===== config.mk =====
export PLATFORM = sky130hd
export DESIGN_NAME = event_trigger_timer
export DESIGN_NICKNAME = d
export VERILOG_FILES = /design/src/core/pwm_timer_pkg.sv /design/src/core/event_trigger_timer.sv
export VERILOG_INCLUDE_DIRS = /design/src /design/src/core
export SDC_FILE = /design/constraint.sdc
export NUM_CORES = 1
export LEC_CHECK = 0
export BUFFER_PORTS_ARGS = -buffer_cell sky130_fd_sc_hd__buf_2
export CORE_ASPECT_RATIO = 2
export CORE_UTILIZATION = 50
export DETAILED_ROUTE_END_ITERATION = 10
export PLACE_DENSITY = 0.74
export REMOVE_ABC_BUFFERS = 1
export SYNTH_ARGS = -nofsm -noshare
export SYNTH_HDL_FRONTEND = slang
export SYNTH_SLANG_ARGS = --single-unit

===== constraint.sdc =====
create_clock -name core_clk -period 7.62 [get_ports core_clk]
set_clock_uncertainty 0.15 [all_clocks]
set_input_delay 1.905 -clock core_clk [delete_from_list [all_inputs] [get_ports core_clk]]
set_output_delay 1.905 -clock core_clk [all_outputs]
set_load 0.01 [all_outputs]

===== src/core/pwm_timer_consts.svh =====
`ifndef PWM_TIMER_CONSTS_SVH
`define PWM_TIMER_CONSTS_SVH
// register addresses
`define ADR_CTRL0      8'h00
`define ADR_CTRL1      8'h04
`define ADR_EDGE       8'h08
`define ADR_CYCLE      8'h0c
`define ADR_SECOND     8'h10
`define ADR_COUNT      8'h14
`define ADR_OPTION     8'h18
`define ADR_CAPCTL     8'h1c
// field positions
`define CE_BIT         0
`define MODE_MSB       2
`define MODE_LSB       0
`define SWTRIG_BIT     3
`define TRIG_SEL_MSB   1
`define TRIG_SEL_LSB   0
`define EVT_SEL_MSB    3
`define EVT_SEL_LSB    2
`define CAP_MSB        3
`define CAP_LSB        0
`define OPT_MSB        7
`define OPT_LSB        4
`define MODE_RESET     3'b000
`define FIELD_RESET    4'h0
`define WRAP_BIT       0
`define EDGE_W_MASK    16'h000f
`define CTRL1_W_MASK   16'h0007
`define CAPCTL_W_MASK  16'h000f
`define OPTION_W_MASK  16'h00f0
// modes and counter values
`define MODE_EVENT     3'b001
`define MODE_TRIGGER   3'b010
`define CNT_ALL_ONES   16'hffff
`define CNT_ZERO       16'h0000
`define CNT_ONE        16'h0001
`define DATA_ZERO      16'h0000
`define CMP_RESET      16'hffff
`define DIV_ONE        8'h01
`define DIV_ZERO       8'h00
`endif


===== src/core/pwm_timer_pkg.sv =====
package pwm_timer_pkg;
	typedef enum logic [1:0] {
		EDGE_NONE    = 2'b00,
		EDGE_RISING  = 2'b01,
		EDGE_FALLING = 2'b10,
		EDGE_BOTH    = 2'b11
	} edge_sel_t;
	typedef enum logic [2:0] {
		ST_IDLE = 3'b001,
		ST_WAIT = 3'b010,
		ST_RUN  = 3'b100
	} timer_state_t;
	typedef logic [15:0] word_t;
	typedef logic [7:0]  addr_t;
endpackage : pwm_timer_pkg


===== src/core/event_trigger_timer.sv =====
// Added by the designer: the placing of the registers and the plain strobed port.
`timescale 1ns/1ps
`include "pwm_timer_consts.svh"
// Notes on behaviour
// - event mode counts one step per detected valid edge of the event input.
// - cycle value all ones: counter reaches FFFFH, wraps to 0000H, then cycle match.
// - that all-ones wrap leaves the wrap flag untouched.
// - event mode copies a cycle compare write into its buffer at once.
// - counter past a smaller new cycle value runs to FFFFH, wraps, then matches.
// - event mode second match fires once per cycle when within the cycle value.
// - second value above the cycle value never matches, no second match.
// - mode field 010 selects trigger pulse output mode.
// - trigger mode waits after enable; first trigger clears FFFFH to 0000H, runs.
// - retrigger while running clears to 0000H, restarts, toggles timer output a.
// - every trigger drives the pwm output high.
// - active width is second value counts, cycle is cycle value plus one.
// - trigger mode cycle match and clear on the step after equal to buffer.
// - trigger mode second match when counter equals the second buffer.
// - trigger is a valid input edge or software writing one to trigger bit.
// - software triggers make timer output a a square wave of half period one cycle.
// - edge select register picks the valid trigger edge.
// - counter readback returns the live count without disturbing it.
// - trigger mode ignores capture input control and option settings.
// - trigger mode reloads both buffers at counter clear after a second value write.
module event_trigger_timer #(
	parameter logic [7:0] COUNT_DIV = 8'h01
) (
	input  wire logic                 core_clk,
	input  wire logic                 arst_n,
	input  wire pwm_timer_pkg::addr_t addr,
	input  wire pwm_timer_pkg::word_t wdata,
	input  wire logic                 wr_en,
	input  wire logic                 rd_en,
	output pwm_timer_pkg::word_t      rdata,
	input  wire logic                 ext_trigger_in,
	output logic                      timer_out_a,
	output logic                      pwm_out,
	output logic                      cycle_match_irq,
	output logic                      second_match_irq
);
	import pwm_timer_pkg::*;

	////////////////////////////////////////////////////////////////////////////////
	// helpers

	function automatic logic edge_hit(input edge_sel_t sel, input logic cur, input logic prev);
		logic rise;
		logic fall;
		rise = cur & ~prev;
		fall = ~cur & prev;
		case (sel)
			EDGE_RISING:  edge_hit = rise;
			EDGE_FALLING: edge_hit = fall;
			EDGE_BOTH:    edge_hit = rise | fall;
			default:      edge_hit = 1'b0;
		endcase
	endfunction : edge_hit

	////////////////////////////////////////////////////////////////////////////////
	// state

	logic         count_enable_bit_q;
	logic [2:0]   mode_q;
	logic [3:0]   trigger_edge_select_q;
	logic [3:0]   capture_input_ctrl_q;
	logic [3:0]   option_q;
	word_t        cycle_compare_reg_q;
	word_t        second_compare_reg_q;
	word_t        cycle_compare_buffer_q;
	word_t        second_compare_buffer_q;
	word_t        count_q;
	word_t        count_d;
	word_t        cyc_buf_d;
	word_t        sec_buf_d;
	timer_state_t state_q;
	timer_state_t state_d;
	logic         wrap_flag_q;
	logic         wrap_set;
	logic         reload_pending_q;
	logic         reload_now;
	logic         out_a_d;
	logic         pwm_d;
	logic         cyc_irq_d;
	logic         sec_irq_d;
	logic         sync1_q;
	logic         sync2_q;
	logic         prev_q;
	logic [7:0]   div_q;
	word_t        rdata_q;

	////////////////////////////////////////////////////////////////////////////////
	// register decode

	wire sel_ctrl0  = (addr == `ADR_CTRL0);
	wire sel_ctrl1  = (addr == `ADR_CTRL1);
	wire sel_edge   = (addr == `ADR_EDGE);
	wire sel_cycle  = (addr == `ADR_CYCLE);
	wire sel_second = (addr == `ADR_SECOND);
	wire sel_count  = (addr == `ADR_COUNT);
	wire sel_option = (addr == `ADR_OPTION);
	wire sel_capctl = (addr == `ADR_CAPCTL);

	wire wr_ctrl0   = wr_en & sel_ctrl0;
	wire wr_cycle   = wr_en & sel_cycle;
	wire wr_second  = wr_en & sel_second;
	wire wr_option  = wr_en & sel_option;

	wire ce_write    = wdata[`CE_BIT];
	wire ce_rise     = wr_ctrl0 & ce_write & ~count_enable_bit_q;
	wire ce_fall     = wr_ctrl0 & ~ce_write;
	wire sw_trigger  = wr_en & sel_ctrl1 & wdata[`SWTRIG_BIT];
	wire wrap_clear  = wr_option & ~wdata[`WRAP_BIT];

	wire is_event    = (mode_q == `MODE_EVENT);
	wire is_trigger  = (mode_q == `MODE_TRIGGER);

	word_t read_mux;
	assign read_mux =
		sel_ctrl0  ? {15'h0000, count_enable_bit_q} :
		sel_ctrl1  ? {13'h0000, mode_q} :
		sel_edge   ? {12'h000, trigger_edge_select_q} :
		sel_cycle  ? cycle_compare_reg_q :
		sel_second ? second_compare_reg_q :
		sel_count  ? count_q :
		sel_option ? {8'h00, option_q, 3'b000, wrap_flag_q} :
		sel_capctl ? {12'h000, capture_input_ctrl_q} :
		`DATA_ZERO;

	////////////////////////////////////////////////////////////////////////////////
	// input edge detection and count clock enable

	wire edge_sel_t trig_sel = edge_sel_t'(
		trigger_edge_select_q[`TRIG_SEL_MSB:`TRIG_SEL_LSB]);
	wire edge_sel_t evt_sel  = edge_sel_t'(
		trigger_edge_select_q[`EVT_SEL_MSB:`EVT_SEL_LSB]);
	wire trig_edge  = edge_hit(trig_sel, sync2_q, prev_q);
	wire event_edge = edge_hit(evt_sel, sync2_q, prev_q);
	wire count_tick = (div_q == (COUNT_DIV - `DIV_ONE));
	wire trigger    = is_trigger & (trig_edge | sw_trigger);

	// trigger mode steps on the count clock, event mode on edges
	wire step       = is_event ? event_edge : (is_trigger & count_tick);
	wire at_cycle   = (count_q == cycle_compare_buffer_q);

	////////////////////////////////////////////////////////////////////////////////
	// next state

	always_comb begin
		state_d    = state_q;
		count_d    = count_q;
		cyc_buf_d  = cycle_compare_buffer_q;
		sec_buf_d  = second_compare_buffer_q;
		out_a_d    = timer_out_a;
		pwm_d      = pwm_out;
		cyc_irq_d  = 1'b0;
		sec_irq_d  = 1'b0;
		wrap_set   = 1'b0;
		reload_now = 1'b0;
		case (state_q)
			ST_IDLE: begin
				count_d = `CNT_ALL_ONES;
				out_a_d = 1'b0;
				pwm_d   = 1'b0;
				if (ce_rise) begin
					state_d   = ST_WAIT;
					cyc_buf_d = cycle_compare_reg_q;
					sec_buf_d = second_compare_reg_q;
				end
			end
			ST_WAIT: begin
				if (is_event && event_edge) begin
					state_d = ST_RUN;
					count_d = `CNT_ZERO;
					sec_irq_d = (second_compare_buffer_q == `CNT_ZERO);
				end else if (trigger) begin
					state_d    = ST_RUN;
					count_d    = `CNT_ZERO;
					pwm_d      = 1'b1;
					reload_now = reload_pending_q;
				end
			end
			ST_RUN: begin
				if (trigger) begin
					count_d    = `CNT_ZERO;
					out_a_d    = ~timer_out_a;
					pwm_d      = 1'b1;
					reload_now = reload_pending_q;
				end else if (step) begin
					if (at_cycle) begin
						count_d   = `CNT_ZERO;
						cyc_irq_d = 1'b1;
						if (is_trigger) begin
							out_a_d    = ~timer_out_a;
							pwm_d      = 1'b1;
							reload_now = reload_pending_q;
						end
					end else begin
						count_d  = count_q + `CNT_ONE;
						wrap_set = is_event && (count_q == `CNT_ALL_ONES);
					end
					// second match on the value the counter steps to
					if ((count_d == (reload_now ? second_compare_reg_q
						: second_compare_buffer_q))) begin
						sec_irq_d = 1'b1;
						if (is_trigger) begin
							pwm_d = 1'b0;
						end
					end
				end
			end
			default: begin
				state_d = ST_IDLE;
			end
		endcase
		// timer output a and pwm output stay quiet in every mode but trigger mode
		if (!is_trigger) begin
			out_a_d = 1'b0;
			pwm_d   = 1'b0;
		end
		if (reload_now) begin
			cyc_buf_d = cycle_compare_reg_q;
			sec_buf_d = second_compare_reg_q;
		end
		if (is_event && wr_cycle && state_q != ST_IDLE) begin
			cyc_buf_d = wdata;
		end
		if (is_event && wr_second && state_q != ST_IDLE) begin
			sec_buf_d = wdata;
		end
		if (ce_fall) begin
			state_d   = ST_IDLE;
			count_d   = `CNT_ALL_ONES;
			cyc_irq_d = 1'b0;
			sec_irq_d = 1'b0;
		end
	end

	////////////////////////////////////////////////////////////////////////////////
	// registers written by software

	always_ff @(posedge core_clk or negedge arst_n) begin
		if (!arst_n) begin
			count_enable_bit_q    <= 1'b0;
			mode_q                <= `MODE_RESET;
			trigger_edge_select_q <= `FIELD_RESET;
			capture_input_ctrl_q  <= `FIELD_RESET;
			option_q              <= `FIELD_RESET;
			cycle_compare_reg_q   <= `CMP_RESET;
			second_compare_reg_q  <= `CMP_RESET;
		end else if (wr_en) begin
			if (sel_ctrl0) begin
				count_enable_bit_q <= ce_write;
			end
			if (sel_ctrl1) begin
				mode_q <= wdata[`MODE_MSB:`MODE_LSB];
			end
			if (sel_edge) begin
				trigger_edge_select_q <= wdata[`EVT_SEL_MSB:`TRIG_SEL_LSB];
			end
			if (sel_capctl) begin
				capture_input_ctrl_q <= wdata[`CAP_MSB:`CAP_LSB];
			end
			if (sel_option) begin
				option_q <= wdata[`OPT_MSB:`OPT_LSB];
			end
			if (sel_cycle) begin
				cycle_compare_reg_q <= wdata;
			end
			if (sel_second) begin
				second_compare_reg_q <= wdata;
			end
		end
	end

	////////////////////////////////////////////////////////////////////////////////
	// counter, buffers, outputs

	always_ff @(posedge core_clk or negedge arst_n) begin
		if (!arst_n) begin
			state_q                 <= ST_IDLE;
			count_q                 <= `CNT_ALL_ONES;
			cycle_compare_buffer_q  <= `CMP_RESET;
			second_compare_buffer_q <= `CMP_RESET;
			timer_out_a             <= 1'b0;
			pwm_out                 <= 1'b0;
			cycle_match_irq         <= 1'b0;
			second_match_irq        <= 1'b0;
		end else begin
			state_q                 <= state_d;
			count_q                 <= count_d;
			cycle_compare_buffer_q  <= cyc_buf_d;
			second_compare_buffer_q <= sec_buf_d;
			timer_out_a             <= out_a_d;
			pwm_out                 <= pwm_d;
			cycle_match_irq         <= cyc_irq_d;
			second_match_irq        <= sec_irq_d;
		end
	end

	// set wins over clear for both flags
	always_ff @(posedge core_clk or negedge arst_n) begin
		if (!arst_n) begin
			wrap_flag_q      <= 1'b0;
			reload_pending_q <= 1'b0;
		end else begin
			wrap_flag_q      <= wrap_set | (wrap_flag_q & ~wrap_clear);
			reload_pending_q <= (is_trigger & wr_second) | (reload_pending_q & ~reload_now);
		end
	end

	////////////////////////////////////////////////////////////////////////////////
	// synchroniser, divider, read port

	always_ff @(posedge core_clk or negedge arst_n) begin
		if (!arst_n) begin
			sync1_q <= 1'b0;
			sync2_q <= 1'b0;
			prev_q  <= 1'b0;
		end else begin
			sync1_q <= ext_trigger_in;
			sync2_q <= sync1_q;
			prev_q  <= sync2_q;
		end
	end

	always_ff @(posedge core_clk or negedge arst_n) begin
		if (!arst_n) begin
			div_q <= `DIV_ZERO;
		end else if (count_tick || trigger || state_q != ST_RUN) begin
			div_q <= `DIV_ZERO;
		end else begin
			div_q <= div_q + `DIV_ONE;
		end
	end

	always_ff @(posedge core_clk or negedge arst_n) begin
		if (!arst_n) begin
			rdata_q <= `DATA_ZERO;
		end else if (rd_en) begin
			rdata_q <= read_mux;
		end else begin
			rdata_q <= `DATA_ZERO;
		end
	end

	assign rdata = rdata_q;

endmodule : event_trigger_timer


==> flow_metrics.tcl, run 1 <==
set metrics [dict create \
    initial_core_util_pct 51.50 \
    cp.arrival_ps 5160 \
    synthToLayoutAreaGrowth_pct 10.71 \
    drt_pass1_iterations 6 \
    grt_max_degree 77 \
    antenna_found_initial 0 \
    clk_path_buf_depth 2 \
    critPathMaxFanout 32 \
    slew_viol_final 0 \
    drt_iter0_markers 491 \
    end_kind "flip-flop" \
    power_density_nw_per_um2 198.2 \
    rr_endpoint "second_compare_buffer_q[14]$_DFFE_PN1P_" \
    period_share_pct 65.26 \
    synth_area_per_cell_um2 9.921 \
    synthFlopType "dfstp_2" \
    n_antenna_cell 0 \
    core_region_area_um2 14430 \
    critPathLaunchType "primary input" \
    syn_area_um2 7431 \
    min_to "sync2_q$_DFF_PN0_" \
    critPathKind "in -> reg" \
    globalplace.congestion 0.9702 \
    clock.fmax_mhz 201.1 \
    synthArstFlopShare_pct 100.0 \
    wl_mm 20.91 \
    ctsRootBufferMaster "clkbuf_16" \
    cts_hold_buf 0 \
    synth_edf_count 0 \
    p_leak_nw 3.412 \
    ff2ff_path_depth 8 \
    grt_pass1_wl_mm 33.06 \
    cts_buffers 17 \
    grtUsageTotal_pct 28.96 \
    dp_hpwl_mm 14.93 \
    worstReg2RegStart "count_q[0]$_DFFE_PN1P_" \
    fin_nets 799 \
    die_h_um 174.4 \
    setup_viol 0 \
    fin_cells 970 \
    synth_cells 749 \
    max_stage_delay_ps 880 \
    rows 62 \
    hp-class "reg -> reg" \
    clk_pin_slew_ps 60 \
    drive_gt1_share_pct 30.98 \
    fin_crit_ps 4973 \
    crit_required_ps 7800 \
    viasPerCell 6.351 \
    io_buffers 48 \
    cts_resized 0 \
    finalHoldViolCount 0 \
    drc 0 \
    whs_path_depth 0 \
    place_inst 938 \
    cts_tree "yes" \
    status "completed" \
    yosysWarningCount 0 \
    maxCapViolations 0 \
    ant_nets 0 \
    htreeDepth 4 \
    max_slew_margin_pct 20.69 \
    tightest_slew_ps 1190 \
    vias 6160 \
    postCtsSetupRepairBufs 0 \
    synth_cell_type_count 77 \
    die_w_um 88.20 \
    ys_seq_area_share_pct 45.82 \
    grt_overflow 0 \
    cts.sinks 132 \
    cp_top_family "simple AND/OR/NAND/NOR gates" \
    wl_per_cell_um 21.56 \
    clock_latency_ps 440 \
    ys_ff_latch 132 \
    die-area_um2 15380 \
    io_pins 49 \
    path_cells "buf_2 -> inv_1 -> nand2_1 -> nor2_2 -> nand2_1 -> o211ai_1" \
    grt_setup_unrepaired "false" \
    ir_worst_vdd_mv 0.1670 \
    slowest_stage "nand2_1" \
    worst-path-buf-inv 2 \
    reg2reg_slack_ps 4030 \
    grt_pass1_vias 6268 \
    fin_setup_tns_ps 0 \
    path_common_cell "nand2_1" \
    min_from "sync1_q$_DFF_PN0_" \
]
## worst max path at each step
| stage | from | end | slack (ps) | cells past startpoint |
|---|---|---|---|---|
| after floorplan | addr[5] | cycle_compare_buffer_q[10]$_DFFE_PN1P_ | 2720 | 7 |
| after global placement | addr[2] | second_compare_buffer_q[12]$_DFFE_PN1P_ | 2470 | 6 |
| after detailed placement | addr[2] | second_compare_buffer_q[14]$_DFFE_PN1P_ | 2330 | 6 |
| after CTS | addr[2] | second_compare_buffer_q[12]$_DFFE_PN1P_ | 2750 | 6 |
| after global routing | addr[2] | second_compare_buffer_q[14]$_DFFE_PN1P_ | 2280 | 7 |
| final | addr[2] | second_compare_buffer_q[12]$_DFFE_PN1P_ | 2650 | 6 |
## area by class of cell
| class | instances | area [µm²] |
|---|---|---|
| clock buffers | 18 | 439.2 |
| multi-input cells | 548 | 3684 |
| inverters | 16 | 60.06 |
| well taps | 192 | 240.2 |
| repair buffers | 50 | 257.7 |
| clock inverters | 14 | 141.4 |
| fillers | 1270 | 6202 |
| flip-flops and latches | 132 | 3405 |
## stage by stage
| stage | utilization, % | hold WS, ps | setup WS, ps | power (mW) | cell area, µm² |
|---|---|---|---|---|---|
| 6_report | 57.02 | 204.9 | 2647 | 1.630 | 8227 |
| 5_1_grt | 57.02 | 228.0 | 2280 | 1.675 | 8227 |
| 4_1_cts | 57.02 | 208.3 | 2745 | 1.638 | 8227 |
| 3_5_place_dp | 52.99 | 192.8 | 2329 | 0.8318 | 7646 |
| 3_3_place_gp | 52.99 | 188.6 | 2473 | 0.8291 | 7646 |
| 2_1_floorplan | - | 181.2 | 2715 | 0.7816 | 7148 |
## state kept, by name, indices dropped and copies added (netlist names), 8 cells and up
| signal | cells |
|---|---|
| second_compare_reg_q | 16 |
| cycle_compare_reg_q | 16 |
| cycle_compare_buffer_q | 16 |
| div_q | 8 |
| count_q | 16 |
| second_compare_buffer_q | 16 |
| rdata | 16 |
## metal layers
| metal | part of all wire (%) | wire length [µm] | vias up | track usage, % |
|---|---|---|---|---|
| li1 | - | - | 2732 | - |
| met1 | 33 | 6952 | 3028 | 29.11 |
| met2 | 54 | 11190 | 295 | 50.48 |
| met3 | 5.1 | 1062 | 105 | 5.176 |
| met4 | 8.2 | 1705 | 0 | 22.72 |
| met5 | 0 | 0 | - | 0 |
## Yosys cell counts, types with 11 or more instances
master    instances  area [µm²]
nand3_1          21       105.1
dfstp_2          81        2128
inv_1            16       60.06
o21ai_1          11       55.05
xnor2_1          11       96.34
mux2_2           50       563.0
buf_2            22       110.1
clkbuf_1         20       75.07
nand2_1          85       319.1
a221oi_1         11       96.34
nor2_1           74       277.8
xor2_1           29       254.0
nor3_1           12       60.06
o21ai_0          21       105.1
a31oi_1          36       225.2
dfrtp_1          51        1276
a21oi_1          14       70.07
## report_power, final
part	internal [mW]	total, mW	switching, mW
sequential	0.726	0.743	0.0166
combinational	0.0282	0.0788	0.0506
clock	0.466	0.809	0.343
total	1.22	1.63	0.410
## kinds of logic (layout without fill, tap and decap cells)
group / Yosys count / count (layout) / synth area share [%]
flip-flops: 132 / 132 / 45.82
buffers and inverters: 69 / 98 / 4.614
multiplexers: 59 / 59 / 8.806
AND/OR/NAND/NOR: 270 / 270 / 18.45
AO/OA/AOI/OAI: 174 / 174 / 16.75
adder cells (fa/ha/maj): 5 / 5 / 0.8419
XOR/XNOR: 40 / 40 / 4.715
## cell usage in the layout (no fill, tap or decap), drive strengths merged, types with 18 or more instances in the layout
master / n
a31oi: 36
buf: 50
clkbuf: 18
dfrtp: 51
dfstp: 81
inv: 23
mux2: 51
nand2: 86
nand3: 22
nor2: 76
o21ai: 33
xor2: 29
No activity file was read; power rests on OpenSTA's default activity.
==> run 2: changes to the inputs <==
--- a/config.mk
+++ b/config.mk
@@ -10,7 +10,7 @@
 export CORE_ASPECT_RATIO = 2
 export CORE_UTILIZATION = 50
 export DETAILED_ROUTE_END_ITERATION = 10
-export PLACE_DENSITY = 0.74
+export PLACE_DENSITY = 0.76
 export REMOVE_ABC_BUFFERS = 1
 export SYNTH_ARGS = -nofsm -noshare
 export SYNTH_HDL_FRONTEND = slang
==> constraint.sdc (replaced) <==
create_clock -name core_clk -period 4.3 [get_ports core_clk]
set_clock_uncertainty 0.15 [all_clocks]
set_input_delay 1.075 -clock core_clk [delete_from_list [all_inputs] [get_ports core_clk]]
set_output_delay 1.075 -clock core_clk [all_outputs]
set_load 0.01 [all_outputs]
==> flow_metrics.tcl, run 2 (same netlist as run 1, synthesis figures left out) <==
set metrics [dict create \
    core_region_area_um2 14430 \
    max_slew_margin_pct 29.90 \
    hp-class "reg -> reg" \
    max_stage_delay_ps 670 \
    clock_latency_ps 430 \
    finalHoldViolCount 0 \
    clk_pin_slew_ps 60 \
    grt.busiest_layer "met2" \
    slew_viol_final 0 \
    worstReg2RegStart "count_q[0]$_DFFE_PN1P_" \
    layout_common_cells "85 x nand2_1, 81 x dfstp_2, 74 x nor2_1, 51 x dfrtp_1, 50 x mux2_2" \
    worst-path-buf-inv 0 \
    grtUsageMet2_pct 50.06 \
    cp.arrival_ps 3390 \
    die-area_um2 15380 \
    fillers 1268 \
    io_buffers 48 \
    die_w_um 88.20 \
    whs_path_depth 0 \
    initial_core_util_pct 51.50 \
    regArea_um2 3405 \
    grt_pass1_vias 6376 \
    antenna_found_initial 0 \
    grt_pass1_wl_mm 33.63 \
    cts_resized 0 \
    postCtsSetupRepairBufs 0 \
    slowest_stage "dfstp_2" \
    globalplace.congestion 0.9760 \
    reg2reg_slack_ps 1100 \
    htreeDepth 4 \
    wl_mm 21.28 \
    grt_setup_unrepaired "false" \
    viasPerCell 6.381 \
    end_kind "flip-flop" \
    wl_per_cell_um 21.71 \
    drt_pass1_iterations 5 \
    critPathMaxFanout 9 \
    n_antenna_cell 0 \
    place_inst 948 \
    clock.fmax_mhz 312.3 \
    cp_top_family "simple AND/OR/NAND/NOR gates" \
    ir_worst_vdd_mv 0.2725 \
    rr_endpoint "pwm_out$_DFFE_PN0P_" \
    finalPower_mw 2.887 \
    grt_use_met3_pct 6.458 \
    maxCapViolations 0 \
    critPathLaunchType "flip-flop" \
    cts_hold_buf 0 \
    period_share_pct 74.47 \
    vias 6253 \
    multi_input_comb_area_um2 3684 \
    min_to "sync2_q$_DFF_PN0_" \
    tightest_slew_ps 1049 \
    io_pins 49 \
    clk_path_buf_depth 2 \
    ant_nets 0 \
    drive_gt1_share_pct 31.85 \
    fin_crit_ps 3202 \
    power_density_nw_per_um2 346.9 \
    synthToLayoutAreaGrowth_pct 11.99 \
    min_from "sync1_q$_DFF_PN0_" \
    drc 0 \
    grt_overflow 0 \
    ctsRootBufferMaster "clkbuf_16" \
    cts_buffers 17 \
    fin_cells 980 \
    drt_iter0_markers 622 \
    critPathKind "reg -> reg" \
    dp_hpwl_mm 15.01 \
    fin_nets 809 \
    grt_max_degree 68 \
    die_h_um 174.4 \
    fin_setup_tns_ps 0 \
    path_cells "ha_1 -> nand3_2 -> nor4_2 -> xnor2_1 -> o221a_2 -> o221ai_1 -> nor3_1 -> nand4_1 -> mux2i_1" \
    cts_tree "yes" \
    p_leak_nw 3.464 \
    met1_usage_pct 31.24 \
    grtUsageTotal_pct 29.83 \
    cts.sinks 132 \
    crit_required_ps 4490 \
    mostFrequentLayoutCell "nand2_1" \
    setup_viol 0 \
    status "completed" \
    ff2ff_path_depth 9 \
    rows 62 \
]
## run 2: cell count changes in the layout (fill, tap and decap cells not counted)
cell,change
clkinv_2,-1
buf_12,+1
inv_6,-1
buf_4,+8
buf_6,+1
clkinv_4,+2
## run 2: worst reg2reg max path, delay by kind of cell, from the launching register on
kind	cells	cell delay [ps]
AO/OA/AOI/OAI	2	370
XOR/XNOR	1	210
adder cells (fa/ha/maj)	1	340
flip-flops	1	670
multiplexers	1	200
AND/OR/NAND/NOR	4	1190
## run 2: stage by stage
step | setup WS [ps] | instance area [µm²] | util [%] | hold WS (ps)
floorplan | 225.4 | 7148 | - | 181.2
global placement | 770.1 | 7737 | 53.62 | 191.5
detailed placement | 703.6 | 7737 | 53.62 | 188.0
CTS | 1114 | 8322 | 57.67 | 212.0
global route | 893.9 | 8322 | 57.67 | 214.6
finish | 1098 | 8322 | 57.67 | 213.7
## run 2: report_power, final
group / total, mW / leakage [nW] / switching [mW] / internal [mW]
registers: 1.32 / 1.54 / 0.0296 / 1.29
clock network: 1.43 / 0.278 / 0.600 / 0.827
logic: 0.143 / 1.65 / 0.0907 / 0.0523
total: 2.89 / 3.46 / 0.720 / 2.17
## run 2: cell type report
type                            instances  share of cell area (%)
Timing Repair Buffer                   60                   4.195
Inverter                               16                  0.7217
Tap cell                              192                   2.887
Multi-Input combinational cell        548                   44.26
Sequential cell                       132                   40.91
Clock buffer                           18                   5.277
Clock inverter                         14                   1.744
## run 2: routing by layer
metal  wire length, µm  up-vias  part of all wire [%]
li1                  -     2775                     -
met1              7127     3033                    33
met2             11140      314                    52
met3              1115      131                   5.2
met4              1892        0                   8.9
met5                 0        -                     0
## run 2: worst max path at each step
| stage | slack (ps) | start | cells after the start | to |
|---|---|---|---|---|
| 2_1_floorplan | 230 | addr[5] | 7 | cycle_compare_buffer_q[10]$_DFFE_PN1P_ |
| 3_3_place_gp | 770 | addr[1] | 8 | count_q[11]$_DFFE_PN1P_ |
| 3_5_place_dp | 700 | addr[1] | 8 | count_q[11]$_DFFE_PN1P_ |
| 4_1_cts | 1110 | count_q[0]$_DFFE_PN1P_ | 9 | pwm_out$_DFFE_PN0P_ |
| 5_1_grt | 890 | count_q[0]$_DFFE_PN1P_ | 9 | pwm_out$_DFFE_PN0P_ |
| 6_report | 1100 | count_q[0]$_DFFE_PN1P_ | 9 | pwm_out$_DFFE_PN0P_ |
==> run 3: changes to the inputs <==
--- a/config.mk
+++ b/config.mk
@@ -6,11 +6,12 @@
 export SDC_FILE = /design/constraint.sdc
 export NUM_CORES = 1
 export LEC_CHECK = 0
+export ABC_AREA = 1
 export BUFFER_PORTS_ARGS = -buffer_cell sky130_fd_sc_hd__buf_2
 export CORE_ASPECT_RATIO = 2
 export CORE_UTILIZATION = 50
 export DETAILED_ROUTE_END_ITERATION = 10
-export PLACE_DENSITY = 0.76
+export PLACE_DENSITY = 0.74
 export REMOVE_ABC_BUFFERS = 1
 export SYNTH_ARGS = -nofsm -noshare
 export SYNTH_HDL_FRONTEND = slang
==> constraint.sdc (replaced) <==
create_clock -name core_clk -period 3.3 [get_ports core_clk]
set_clock_uncertainty 0.15 [all_clocks]
set_input_delay 0.825 -clock core_clk [delete_from_list [all_inputs] [get_ports core_clk]]
set_output_delay 0.825 -clock core_clk [all_outputs]
set_load 0.01 [all_outputs]
==> flow_metrics.tcl, run 3 <==
set metrics [dict create \
    status "completed" \
    cts_buffers 17 \
    max_stage_delay_ps 590 \
    die_w_um 88.30 \
    yosysMostFrequentCell "nand2_1" \
    initial_core_util_pct 51.61 \
    synthArstFlopShare_pct 100.0 \
    viasPerCell 5.719 \
    setup_viol 0 \
    cp.arrival_ps 3220 \
    grt_setup_unrepaired "false" \
    reg2reg_slack_ps 260 \
    grt_max_degree 57 \
    drive_gt1_share_pct 22.79 \
    regArea_um2 3405 \
    clock.fmax_mhz 328.6 \
    cp_top_family "simple AND/OR/NAND/NOR gates" \
    clock_latency_ps 440 \
    grt_pass1_vias 7500 \
    htreeDepth 4 \
    cts_hold_buf 0 \
    p_leak_nw 4.294 \
    tightest_slew_ps 977.8 \
    ys_seq_area_share_pct 45.72 \
    path_cells "inv_1 -> nand2_1 -> nand2_1 -> nor2_1 -> nand2_1 -> nor2_2 -> buf_4 -> nand2_8 -> nand3_1 -> inv_1 -> nand2_1 -> nand2_1 -> nor2_1 -> nand2_1 -> nor2_2 -> nand2_1 -> nand2_1 -> nand2_1 -> nand2_1 -> nand2_1" \
    holdWs_ps 154.3 \
    layout_common_cells "279 x nand2_1, 133 x inv_1, 83 x o21ai_0, 81 x dfstp_2, 66 x nor2_1" \
    postCtsSetupRepairBufs 0 \
    ant_nets 0 \
    clk_path_buf_depth 2 \
    io_buffers 48 \
    critPathKind "reg -> reg" \
    cts.sinks 132 \
    power_density_nw_per_um2 816.9 \
    cts_resized 0 \
    ir_worst_vdd_mv 0.4470 \
    dp_hpwl_mm 17.23 \
    syn_area_um2 7447 \
    die_h_um 174.6 \
    synth_area_per_cell_um2 7.646 \
    mostFrequentLayoutCell "nand2_1" \
    cts_tree "yes" \
    antenna_found_initial 0 \
    yosys.area.top_type "dfstp_2" \
    synth_edf_count 0 \
    setup_ws_ps 256.8 \
    finalHoldViolCount 0 \
    synth_cells 974 \
    vias 7172 \
    globalplace.congestion 0.9722 \
    netlist_top_cells_area "dfstp_2 29%, dfrtp_1 17%, nand2_1 14%" \
    grtUsageTotal_pct 34.17 \
    ctsRootBufferMaster "clkbuf_16" \
    worst-path-buf-inv 3 \
    yosys-top-cells-count "279 x nand2_1, 133 x inv_1, 83 x o21ai_0" \
    fin_crit_ps 3043 \
    crit_required_ps 3470 \
    core_region_area_um2 14430 \
    end_kind "flip-flop" \
    n_antenna_cell 0 \
    maxCapViolations 0 \
    period_share_pct 92.22 \
    max_slew_margin_pct 34.74 \
    fillers 1361 \
    place_ws_ps 30.56 \
    wl_mm 23.89 \
    synth_cell_type_count 43 \
    grt_overflow 0 \
    rows 62 \
    fin_nets 1083 \
    drc 0 \
    die-area_um2 15420 \
    synthToLayoutAreaGrowth_pct 17.09 \
    critPathLaunchType "flip-flop" \
    wl_per_cell_um 19.05 \
    yosys.area.top_type_share_pct 28.58 \
    path_common_cell "nand2_1" \
    ys_ff_latch 132 \
    slowest_stage "dfstp_2" \
    grt_pass1_wl_mm 38.46 \
    hp-class "in -> async" \
    critPathMaxFanout 18 \
    slew_viol_final 0 \
    synthFlopType "dfstp_2" \
    multi_input_comb_area_um2 3329 \
    clk_pin_slew_ps 60 \
    drt_pass1_iterations 6 \
    io_pins 49 \
    yosysWarningCount 0 \
    drt_iter0_markers 538 \
]
run 3: path summary, 6_finish.rpt:
path                       cells after the start                      end                     from
max                                           20      pwm_out$_DFFE_PN0P_  count_q[15]$_DFFE_PN1P_
min                                            1  option_q[1]$_DFFE_PN0P_                   arst_n
max reg2reg                                   20      pwm_out$_DFFE_PN0P_  count_q[15]$_DFFE_PN1P_
min reg2reg                                    0        sync2_q$_DFF_PN0_        sync1_q$_DFF_PN0_
max in group asynchronous                      2   state_q[0]$_DFFE_PN1P_                   arst_n
min in group core_clk                          0        sync2_q$_DFF_PN0_        sync1_q$_DFF_PN0_
run 3: routing by layer:
| layer | vias up | share of wire, % | track usage (%) |
|---|---|---|---|
| met2 | 307 | 52 | 57.79 |
| met5 | - | 0 | 0 |
| met4 | 0 | 8.1 | 27.02 |
| met3 | 114 | 6.5 | 7.936 |
| li1 | 3352 | - | - |
| met1 | 3399 | 34 | 34.86 |
run 3: through the flow:
step                utilization (%)  instances  setup TNS [ps]  area (µm²)  power [mW]
floorplan                         -        946          -14480        7283       4.167
global placement              56.09       1222               0        8093       5.013
detailed placement            56.09       1222               0        8093       5.060
CTS                           60.43       1254               0        8720       7.088
global route                  60.43       1254               0        8720       7.602
finish                        60.43       1254               0        8720       7.123
run 3: cells by family after synthesis:
group                      Yosys count  synth area share, %
DFF                                132                45.72
buffers and inverters              175                9.610
adders and majority gates            5               0.8401
and+or+nand+nor                    463                27.02
AOI/OAI and AO/OA                  189                15.64
xor gates and xnor gates            10                1.176
run 3: final cells by class:
class | instances | share of cell area, %
clock buffers | 19 | 5.080
clock inverters | 13 | 2.109
inverters | 147 | 6.328
multi-input cells | 667 | 38.18
flip-flops and latches | 132 | 39.04
well taps | 192 | 2.755
repair buffers | 84 | 6.500
run 3: power breakdown:
part           total (mW)  switching [mW]  internal, mW
sequential           2.10           0.219          1.88
clock                2.01           0.733          1.28
combinational        3.01            2.02         0.989
total                7.12            2.97          4.15
run 3: worst reg2reg max path: cells and delay by family, from the launching register on:
| kind | cells | cell delay [ps] |
|---|---|---|
| buffers and inverters | 3 | 430 |
| flip-flops | 1 | 590 |
| AND/OR/NAND/NOR | 17 | 1750 |
